[src/common/host_fifo_regs.svh]
`ifndef HOST_FIFO_REGS_SVH
`define HOST_FIFO_REGS_SVH

// byte offsets on the 16-bit host bus, word aligned
`define RX_DATA_BASE 8'h00
`define TX_DATA_BASE 8'h40
`define PORT_ALIAS_MASK 8'hC0
`define RX_STS_POP 8'h80
`define RX_STS_PEEK 8'h84
`define TX_STS_POP 8'h88
`define TX_STS_PEEK 8'h8C
`define CTRL_REG 8'h90
`define STAT_REG 8'h94

// control register fields
`define CTRL_SOFT_RST_BIT 0
`define CTRL_TX_FLUSH_BIT 1
`define CTRL_RXD_LIM_LSB 4
`define CTRL_TXD_LIM_LSB 9
`define CTRL_RXS_LIM_LSB 14
`define CTRL_LIM_W 5
`define CTRL_KEEP_LSB 20
`define CTRL_KEEP_W 8
`define CTRL_RST_VAL 32'h0004_2100
`define CTRL_RO_MASK 32'hF008_000C
`define CTRL_WO_MASK 32'h0000_0003
`define CTRL_AUTO_CLR_MASK 32'h0000_0003
`define CTRL_KEEP_MASK 32'h0FF0_0000

// status register fields
`define STAT_RXD_OVR_BIT 0
`define STAT_RXS_OVR_BIT 1
`define STAT_UNDERRUN_BIT 2
`define STAT_TXS_OVR_BIT 3
`define STAT_TXD_ROOM_BIT 4
`define STAT_RST_VAL 32'h0000_0010
`define STAT_RO_MASK 32'hFFFF_FFE0
`define STAT_W1C_MASK 32'h0000_0003
`define STAT_RC_MASK 32'h0000_0004
`define STAT_LATCH_HI_MASK 32'h0000_0008
`define STAT_LATCH_LO_MASK 32'h0000_0010

`define TXS_LIMIT 8'h10

`endif

[src/common/host_fifo_pkg.sv]
package host_fifo_pkg;
  typedef enum logic [3:0] {
    tgt_none,
    tgt_rx_data,
    tgt_tx_data,
    tgt_rx_sts_pop,
    tgt_rx_sts_peek,
    tgt_tx_sts_pop,
    tgt_tx_sts_peek,
    tgt_ctrl,
    tgt_stat
  } target_type;
endpackage

[src/rtl/host_fifo_port_access.sv]
`timescale 1ns/1ps
`include "host_fifo_regs.svh"
module host_fifo_port_access
  import host_fifo_pkg::*;
#(
  parameter int DATA_DEPTH = 16,
  parameter int STS_DEPTH = 16
) (
  input wire logic core_clk,
  input wire logic rst,
  input wire logic host_cs_n,
  input wire logic host_rd_n,
  input wire logic host_wr_n,
  input wire logic [7:1] host_addr,
  input wire logic [15:0] host_data_in,
  output logic [15:0] host_data_out,
  output logic host_data_oe,
  input wire logic rx_data_valid,
  input wire logic [31:0] rx_data,
  output logic rx_data_ready,
  input wire logic rx_sts_valid,
  input wire logic [31:0] rx_sts,
  output logic rx_sts_ready,
  input wire logic tx_sts_valid,
  input wire logic [31:0] tx_sts,
  output logic tx_sts_ready,
  output logic tx_data_valid,
  output logic [31:0] tx_data,
  input wire logic tx_data_ready
);
  // two-flop synchronisers on every host pin
  logic [25:0] pin_meta;
  logic [25:0] pin_sync;
  logic rd_prev;
  logic wr_prev;
  logic [15:0] rd_hi;
  logic [15:0] wr_lo;
  logic [31:0] tx_stage;

  always_ff @(posedge core_clk) begin
    if (rst) begin
      pin_meta <= {3'b111, 23'h000000};
      pin_sync <= {3'b111, 23'h000000};
    end else begin
      pin_meta <= {host_cs_n, host_rd_n, host_wr_n, host_addr, host_data_in};
      pin_sync <= pin_meta;
    end
  end

  wire cs_s = !pin_sync[25];
  wire rd_act = cs_s && !pin_sync[24];
  wire wr_act = cs_s && !pin_sync[23];
  wire [7:0] acc_byte = {pin_sync[22:16], 1'b0};
  wire [7:0] acc_word = {acc_byte[7:2], 2'b00};
  wire [15:0] din_s = pin_sync[15:0];
  wire start_rd = rd_act && !rd_prev;
  wire start_wr = wr_act && !wr_prev;
  wire lo_half = !acc_byte[1];
  wire fetch = start_rd && lo_half;
  wire finish_rd = start_rd && !lo_half;
  wire finish_wr = start_wr && !lo_half;
  wire [31:0] wr_word = {din_s, wr_lo};

  wire hit_rxd = (acc_byte & `PORT_ALIAS_MASK) == `RX_DATA_BASE;
  wire hit_txd = (acc_byte & `PORT_ALIAS_MASK) == `TX_DATA_BASE;
  target_type tgt;
  assign tgt = hit_rxd ? tgt_rx_data :
               hit_txd ? tgt_tx_data :
               (acc_word == `RX_STS_POP) ? tgt_rx_sts_pop :
               (acc_word == `RX_STS_PEEK) ? tgt_rx_sts_peek :
               (acc_word == `TX_STS_POP) ? tgt_tx_sts_pop :
               (acc_word == `TX_STS_PEEK) ? tgt_tx_sts_peek :
               (acc_word == `CTRL_REG) ? tgt_ctrl :
               (acc_word == `STAT_REG) ? tgt_stat : tgt_none;

  // fifo side signals
  logic rxd_valid;
  logic rxs_valid;
  logic txs_valid;
  logic txd_ready;
  logic txd_valid;
  logic [31:0] rxd_head;
  logic [31:0] rxs_head;
  logic [31:0] txs_head;
  logic [31:0] txd_head;
  logic [7:0] rxd_level;
  logic [7:0] rxs_level;
  logic [31:0] ctrl_value;
  logic [31:0] ctrl_rd;
  logic [31:0] stat_value;
  logic [31:0] stat_rd;

  wire soft_rst = ctrl_value[`CTRL_SOFT_RST_BIT];
  wire tx_flush = ctrl_value[`CTRL_TX_FLUSH_BIT] || soft_rst;
  wire [7:0] rxd_limit = {3'b000, ctrl_value[`CTRL_RXD_LIM_LSB +: `CTRL_LIM_W]};
  wire [7:0] txd_limit = {3'b000, ctrl_value[`CTRL_TXD_LIM_LSB +: `CTRL_LIM_W]};
  wire [7:0] rxs_limit = {3'b000, ctrl_value[`CTRL_RXS_LIM_LSB +: `CTRL_LIM_W]};

  // pops only on completed pair reads
  wire rxd_pop = finish_rd && tgt == tgt_rx_data;
  wire rxs_pop = finish_rd && tgt == tgt_rx_sts_pop;
  wire txs_pop = finish_rd && tgt == tgt_tx_sts_pop;
  // push once the high half lands
  wire txd_push = finish_wr && tgt == tgt_tx_data;
  wire ctrl_wr = finish_wr && tgt == tgt_ctrl;
  wire stat_wr = finish_wr && tgt == tgt_stat;
  wire stat_rd_ev = fetch && tgt == tgt_stat;
  wire tx_stage_load = txd_valid && (!tx_data_valid || tx_data_ready);

  // peek ports share the head without popping
  logic [31:0] rd_word;
  logic head_empty;
  always_comb begin
    rd_word = 32'h0000_0000;
    head_empty = 1'b0;
    unique case (tgt)
      tgt_rx_data: begin
        rd_word = rxd_head;
        head_empty = !rxd_valid;
      end
      tgt_rx_sts_pop, tgt_rx_sts_peek: begin
        rd_word = rxs_head;
        head_empty = !rxs_valid;
      end
      tgt_tx_sts_pop, tgt_tx_sts_peek: begin
        rd_word = txs_head;
        head_empty = !txs_valid;
      end
      tgt_ctrl: rd_word = ctrl_rd;
      tgt_stat: rd_word = stat_rd;
      // transmit data and holes read zero
      tgt_tx_data, tgt_none: rd_word = 32'h0000_0000;
    endcase
  end
  wire [31:0] rd_safe = head_empty ? 32'h0000_0000 : rd_word;
  wire underrun = fetch && head_empty;

  always_ff @(posedge core_clk) begin
    if (rst) begin
      rd_prev <= 1'b0;
      wr_prev <= 1'b0;
      rd_hi <= 16'h0000;
      wr_lo <= 16'h0000;
      host_data_out <= 16'h0000;
      host_data_oe <= 1'b0;
    end else begin
      rd_prev <= rd_act;
      wr_prev <= wr_act;
      host_data_oe <= rd_act;
      // low half fetches the word, high half replays it
      if (fetch) begin
        rd_hi <= rd_safe[31:16];
        host_data_out <= rd_safe[15:0];
      end else if (finish_rd) begin
        host_data_out <= rd_hi;
      end
      if (start_wr && lo_half) begin
        wr_lo <= din_s;
      end
    end
  end

  // output stage keeps the transmit data port on flops
  always_ff @(posedge core_clk) begin
    if (rst || tx_flush) begin
      tx_data_valid <= 1'b0;
      tx_stage <= 32'h0000_0000;
    end else if (tx_stage_load) begin
      tx_data_valid <= 1'b1;
      tx_stage <= txd_head;
    end else if (tx_data_ready) begin
      tx_data_valid <= 1'b0;
    end
  end
  assign tx_data = tx_stage;

  stream_fifo #(.WIDTH(32), .DEPTH(DATA_DEPTH)) u_rx_data (
    .core_clk(core_clk),
    .rst(rst),
    .flush(soft_rst),
    .limit(rxd_limit),
    .in_valid(rx_data_valid),
    .in_data(rx_data),
    .in_ready(rx_data_ready),
    .out_valid(rxd_valid),
    .out_data(rxd_head),
    .out_ready(rxd_pop),
    .level(rxd_level)
  );

  stream_fifo #(.WIDTH(32), .DEPTH(STS_DEPTH)) u_rx_sts (
    .core_clk(core_clk),
    .rst(rst),
    .flush(soft_rst),
    .limit(rxs_limit),
    .in_valid(rx_sts_valid),
    .in_data(rx_sts),
    .in_ready(rx_sts_ready),
    .out_valid(rxs_valid),
    .out_data(rxs_head),
    .out_ready(rxs_pop),
    .level(rxs_level)
  );

  stream_fifo #(.WIDTH(32), .DEPTH(STS_DEPTH)) u_tx_sts (
    .core_clk(core_clk),
    .rst(rst),
    .flush(soft_rst),
    .limit(`TXS_LIMIT),
    .in_valid(tx_sts_valid),
    .in_data(tx_sts),
    .in_ready(tx_sts_ready),
    .out_valid(txs_valid),
    .out_data(txs_head),
    .out_ready(txs_pop),
    .level()
  );

  // a write into a full transmit queue is dropped
  stream_fifo #(.WIDTH(32), .DEPTH(DATA_DEPTH)) u_tx_data (
    .core_clk(core_clk),
    .rst(rst),
    .flush(tx_flush),
    .limit(txd_limit),
    .in_valid(txd_push),
    .in_data(wr_word),
    .in_ready(txd_ready),
    .out_valid(txd_valid),
    .out_data(txd_head),
    .out_ready(tx_stage_load),
    .level()
  );

  attr_reg #(
    .RST_VAL(`CTRL_RST_VAL),
    .RO_MASK(`CTRL_RO_MASK),
    .WO_MASK(`CTRL_WO_MASK),
    .AUTO_CLR_MASK(`CTRL_AUTO_CLR_MASK),
    .KEEP_MASK(`CTRL_KEEP_MASK)
  ) u_ctrl (
    .core_clk(core_clk),
    .rst(rst),
    .soft_rst(soft_rst),
    .wr_en(ctrl_wr),
    .wr_data(wr_word),
    .rd_en(1'b0),
    .hw_set(32'h0000_0000),
    .hw_low(32'h0000_0000),
    .hw_val(32'h0000_0000),
    .value(ctrl_value),
    .rd_value(ctrl_rd)
  );

  wire [31:0] stat_set = {27'h0000000, 1'b0, tx_sts_valid && !tx_sts_ready, underrun,
                          rx_sts_valid && !rx_sts_ready, rx_data_valid && !rx_data_ready};
  wire [31:0] stat_low = {27'h0000000, !txd_ready, 4'h0};
  attr_reg #(
    .RST_VAL(`STAT_RST_VAL),
    .RO_MASK(`STAT_RO_MASK),
    .W1C_MASK(`STAT_W1C_MASK),
    .RC_MASK(`STAT_RC_MASK),
    .LATCH_HI_MASK(`STAT_LATCH_HI_MASK),
    .LATCH_LO_MASK(`STAT_LATCH_LO_MASK)
  ) u_stat (
    .core_clk(core_clk),
    .rst(rst),
    .soft_rst(soft_rst),
    .wr_en(stat_wr),
    .wr_data(wr_word),
    .rd_en(stat_rd_ev),
    .hw_set(stat_set),
    .hw_low(stat_low),
    .hw_val({rxs_level, rxd_level, 16'h0000}),
    .value(stat_value),
    .rd_value(stat_rd)
  );
endmodule

[src/rtl/stream_fifo.sv]
`timescale 1ns/1ps
module stream_fifo #(
  parameter int WIDTH = 32,
  parameter int DEPTH = 16
) (
  input wire logic core_clk,
  input wire logic rst,
  input wire logic flush,
  input wire logic [7:0] limit,
  input wire logic in_valid,
  input wire logic [WIDTH-1:0] in_data,
  output logic in_ready,
  output logic out_valid,
  output logic [WIDTH-1:0] out_data,
  input wire logic out_ready,
  output logic [7:0] level
);
  localparam int AW = (DEPTH > 1) ? $clog2(DEPTH) : 1;
  localparam logic [7:0] DEPTH_W = 8'(DEPTH);

  logic [WIDTH-1:0] mem [DEPTH];
  logic [AW-1:0] wr_ptr;
  logic [AW-1:0] rd_ptr;
  logic [7:0] next_level;
  logic [7:0] eff_limit;
  logic push;
  logic pop;

  assign push = in_valid && in_ready;
  assign pop = out_valid && out_ready;
  assign next_level = level + {7'h00, push} - {7'h00, pop};
  // a limit above the storage is clamped, so full stays honest
  assign eff_limit = (limit > DEPTH_W) ? DEPTH_W : limit;
  assign out_data = mem[rd_ptr];

  always_ff @(posedge core_clk) begin
    if (push) begin
      mem[wr_ptr] <= in_data;
    end
  end

  always_ff @(posedge core_clk) begin
    if (rst || flush) begin
      wr_ptr <= '0;
      rd_ptr <= '0;
      level <= 8'h00;
      in_ready <= 1'b1;
      out_valid <= 1'b0;
    end else begin
      if (push) begin
        wr_ptr <= (wr_ptr == AW'(DEPTH - 1)) ? '0 : wr_ptr + 1'b1;
      end
      if (pop) begin
        rd_ptr <= (rd_ptr == AW'(DEPTH - 1)) ? '0 : rd_ptr + 1'b1;
      end
      level <= next_level;
      in_ready <= next_level < eff_limit;
      out_valid <= next_level != 8'h00;
    end
  end
endmodule

[src/rtl/attr_reg.sv]
`timescale 1ns/1ps
module attr_reg #(
  parameter logic [31:0] RST_VAL = 32'h0000_0000,
  parameter logic [31:0] RO_MASK = 32'h0000_0000,
  parameter logic [31:0] WO_MASK = 32'h0000_0000,
  parameter logic [31:0] W1C_MASK = 32'h0000_0000,
  parameter logic [31:0] RC_MASK = 32'h0000_0000,
  parameter logic [31:0] LATCH_HI_MASK = 32'h0000_0000,
  parameter logic [31:0] LATCH_LO_MASK = 32'h0000_0000,
  parameter logic [31:0] AUTO_CLR_MASK = 32'h0000_0000,
  parameter logic [31:0] KEEP_MASK = 32'h0000_0000
) (
  input wire logic core_clk,
  input wire logic rst,
  input wire logic soft_rst,
  input wire logic wr_en,
  input wire logic [31:0] wr_data,
  input wire logic rd_en,
  input wire logic [31:0] hw_set,
  input wire logic [31:0] hw_low,
  input wire logic [31:0] hw_val,
  output logic [31:0] value,
  output logic [31:0] rd_value
);
  assign rd_value = value & ~WO_MASK;

  for (genvar i = 0; i < 32; i++) begin : g_bit
    always_ff @(posedge core_clk) begin
      if (rst) begin
        value[i] <= RST_VAL[i];
      // kept bits ride through soft reset
      end else if (soft_rst && !KEEP_MASK[i]) begin
        value[i] <= RST_VAL[i];
      end else if (RO_MASK[i]) begin
        value[i] <= hw_val[i];
      end else if (W1C_MASK[i]) begin
        if (hw_set[i]) begin
          value[i] <= 1'b1;
        end else if (wr_en && wr_data[i]) begin
          value[i] <= 1'b0;
        end
      end else if (RC_MASK[i] || LATCH_HI_MASK[i]) begin
        if (hw_set[i]) begin
          value[i] <= 1'b1;
        end else if (rd_en) begin
          value[i] <= 1'b0;
        end
      end else if (LATCH_LO_MASK[i]) begin
        if (hw_low[i]) begin
          value[i] <= 1'b0;
        end else if (rd_en) begin
          value[i] <= 1'b1;
        end
      end else if (AUTO_CLR_MASK[i]) begin
        value[i] <= wr_en && wr_data[i];
      end else if (wr_en) begin
        value[i] <= wr_data[i];
      end
    end
  end
endmodule

[config.mk]
export PLATFORM = sky130hd
export DESIGN_NAME = host_fifo_port_access
export DESIGN_NICKNAME = d
export VERILOG_FILES = /design/src/common/host_fifo_pkg.sv /design/src/rtl/host_fifo_port_access.sv /design/src/rtl/stream_fifo.sv /design/src/rtl/attr_reg.sv
export VERILOG_INCLUDE_DIRS = /design/src /design/src/common
export SDC_FILE = /design/constraint.sdc
export NUM_CORES = 2
export LEC_CHECK = 0
export ABC_AREA = 1
export BUFFER_PORTS_ARGS = -buffer_cell sky130_fd_sc_hd__buf_4
export CAP_MARGIN = 20
export CORE_MARGIN = 3
export CORE_UTILIZATION = 25
export DETAILED_ROUTE_END_ITERATION = 10
export GPL_TIMING_DRIVEN = 0
export PLACE_DENSITY = 0.48
export SYNTH_ARGS = -nofsm -noshare
export SYNTH_HDL_FRONTEND = slang
export SYNTH_SLANG_ARGS = --single-unit
[constraint.sdc]
create_clock -name core_clk -period 3.8 [get_ports core_clk]
set_clock_uncertainty 0.2 [all_clocks]
set_input_delay 0.76 -clock core_clk [delete_from_list [all_inputs] [get_ports core_clk]]
set_output_delay 0.76 -clock core_clk [all_outputs]
set_load 0.005 [all_outputs]
==> results_dict.tcl <==
set metrics [dict create \
    power.switching_mw 13.9 \
    syn_avg_cell_area_um2 11.3 \
    yosys_warnings 0 \
    start_kind "flip-flop" \
    clkSinkCount 2313 \
    drtIter0Drc 6510 \
    gp_congestion 0.878 \
    fillCellCount 38300 \
    top_usage_layer "met2" \
    cts_buffer_depth 4 \
    hold_class "in2reg" \
    num_rows 225 \
    postRouteAntennaNets 0 \
    ys_seq_elements 2313 \
    p_int_mw 44.2 \
    dr.pass1.iters 6 \
    synth_flop_cell "edfxtp_1" \
    setup_violations 0 \
    die_x_um 621 \
    hold_viol 0 \
    min_period_ns 3.65 \
    fin_setup_tns_ns 0 \
    gr-usage-all-layers_pct 16.3 \
    p_leak_nw 41.4 \
    switching_share_pct 24.0 \
    synth.area.top_cells "edfxtp_1 65%, nand2_1 7.9%, nand3_1 7.9%" \
    cp-end-kind "flip-flop" \
    drcViolationCount 0 \
    grt_pass1_vias 63900 \
    wirelength_um 324000 \
    root_buffer "clkbuf_16" \
    power_frac_clock_pct 41.5 \
    cts_made_buffers 237 \
    grt_first_pass_wirelength_um 459000 \
    async_reset_ff_share_pct 0 \
    die_y_um 621 \
    vias 65300 \
    combPwrFrac_pct 9.1 \
    rsz0062_at_grt "false" \
    max-cap-violations 0 \
    fmax_mhz 274 \
    cp.arrival_ns 4.25 \
    ctsHtreeMaxLevel 4 \
    gr-total-overflow 0 \
    antenna_found_initial 39 \
    fin_util_pct 30.2 \
    pwr-share-seq_pct 49.3 \
    start_util_pct 25.1 \
    ys_seq_area_share_pct 70.7 \
    crit_required_ns 4.40 \
    synth.most_common_cell "edfxtp_1" \
    syn-cell-area_um2 94500 \
    ir_worst_vdd_uv 344 \
    io_pins 181 \
    status "complete, no violations" \
    vias_per_cell 4.61 \
    post-synth-top-area-fraction_pct 65.1 \
    crit_type "reg2reg" \
    fin_nets 9167 \
    min_period_over_period_pct 96.1 \
    clk_pin_slew_worst_paths_ns 0.07 \
    synth_top_area_cell "edfxtp_1" \
    grt_max_degree 26 \
    drive_gt1_share_pct 11.1 \
    clk_latency_ns 0.92 \
    syn_to_final_growth_pct 20.1 \
    use_met1_pct 20.9 \
    slew-limit-headroom_pct 20.1 \
    ys_top_cells_by_count "2048 x edfxtp_1, 1983 x nand2_1, 1483 x nand3_1" \
    syn_nets 8550 \
    postSynthCellCount 8354 \
    synth_edf_count 2048 \
    ys_types 49 \
    path_max_fanout 4 \
    cts_tree "yes" \
    core_area_um2 376000 \
    grtUsageMet2_pct 27.6 \
    grt_use_met3_pct 2.33 \
    worst_pin_slew_ns 1.20 \
    die_area_um2 386000 \
    powerDensity_nw_per_um2 512 \
    maxSlewViolCount 0 \
    io_buffers 179 \
    post_drt_wl_per_cell_um 22.9 \
    dp_hpwl_um 223000 \
]
routing by layer:
layer  vias up  wire length [µm]
met1     32500            134000
li1      30100                 -
met5         -                51
met2      2177            155000
met4         8             14900
met3       596             19800
worst paths after layout:
path,startpoint,end,slack [ns],cells past startpoint
setup / recovery,pin_sync[24]$_SDFF_PP1_,u_rx_data.in_ready$_SDFF_PP1_,0.15,16
hold / removal,rx_data[12],u_rx_data.mem[0][12]$_DFFE_PP_,0.04,1
setup reg to reg,pin_sync[24]$_SDFF_PP1_,u_rx_data.in_ready$_SDFF_PP1_,0.15,16
hold reg to reg,pin_meta[16]$_SDFF_PP0_,pin_sync[16]$_SDFF_PP0_,0.20,2
through the flow:
stage	power (mW)	instance area (µm²)	hold WS [ns]	worst slack (ns)	std cells
after detailed placement	34.3	104000	0.198	-1.73	13600
after global placement	34.1	102000	0.195	-2.67	13500
after floorplan	32.1	94500	0.188	0.0953	8354
final	58.1	114000	0.0441	0.148	14200
after global routing	60.1	114000	0.0272	0.00777	14200
after CTS	58.5	113000	0.000153	0.0172	14200
cell families after synthesis:
| group | count (synthesis) | share of synthesized area, % |
|---|---|---|
| AND/OR/NAND/NOR | 3894 | 17.7 |
| buffers and inverters | 1290 | 5.75 |
| AO/OA/AOI/OAI | 728 | 4.35 |
| flip-flops | 2313 | 70.7 |
| XOR/XNOR | 29 | 0.269 |
| multiplexers | 32 | 0.339 |
| adder cells (fa/ha/maj) | 68 | 0.932 |
critical path: stages (launching register included):
cell and delay (ns):
dfxtp_1 0.33, nor3_4 0.21, buf_12 0.16, nand2_4 0.09
nor2_4 0.21, ha_1 0.27, inv_1 0.06, ha_1 0.16
inv_1 0.06, fa_1 0.43, o21ai_1 0.23, xor2_1 0.22
inv_1 0.10, ha_1 0.27, a21oi_1 0.22, nand2_1 0.10
o21ai_0 0.20
cells in the final DEF, fill, tap and decap left out, types with 23 or more instances in the layout:
| cell type | instances |
|---|---|
| nor2_4 | 67 |
| nand2_1 | 1982 |
| dlygate4sd3_1 | 121 |
| dfxtp_1 | 262 |
| o211ai_1 | 164 |
| edfxtp_1 | 2048 |
| mux2i_1 | 32 |
| nor2_1 | 282 |
| clkinv_2 | 46 |
| nand3_1 | 1483 |
| clkbuf_1 | 167 |
| o21ai_0 | 259 |
| buf_6 | 29 |
| a21oi_1 | 264 |
| xor2_1 | 23 |
| buf_2 | 221 |
| inv_1 | 786 |
| buf_1 | 67 |
| clkbuf_16 | 250 |
| clkinv_1 | 45 |
| ha_1 | 63 |
| nand4_1 | 27 |
| bufinv_16 | 31 |
| buf_12 | 53 |
| buf_4 | 212 |
registers in the layout (all words and copies together) (netlist names), 16 cells and up, named ones only:
signal and count:
u_rx_data.mem 512, u_rx_sts.mem 512, u_tx_data.mem 512, u_tx_sts.mem 512, tx_data 32, pin_meta 26, pin_sync 26, u_ctrl.rd_value 23
u_stat.rd_value 21, host_data_out 16, rd_hi 16, wr_lo 16
power by group through the flow:
stage	registers, mW	clock network, mW	logic [mW]
after floorplan	29.1	0	3.01
after global placement	29.3	0	4.88
after detailed placement	29.2	0	5.11
after CTS	28.7	24.5	5.28
after global routing	28.7	25.6	5.87
final	28.7	24.2	5.31
area by class of cell:
class / count / area (µm²) / area share (%)
Buffer: 478 / 2390 / 2.11
Multi-Input combinational cell: 4751 / 22800 / 20.1
Tap cell: 4994 / 6250 / 5.50
Clock buffer: 291 / 6480 / 5.71
Sequential cell: 2313 / 66800 / 58.9
Clock inverter: 141 / 1490 / 1.31
Inverter: 811 / 3050 / 2.69
Antenna cell: 13 / 32.5 / 0.0287
Timing Repair Buffer: 379 / 4190 / 3.69
what timing repair did:
item	in CTS	in global routing
setup endpoints to repair	359	6
endpoints found under the hold margin	1350	0
gates resized for setup	16	9
pin swaps	1	5
hold buffers	121	0
setup buffers	3	3
Power figures use the tool's default switching activity.
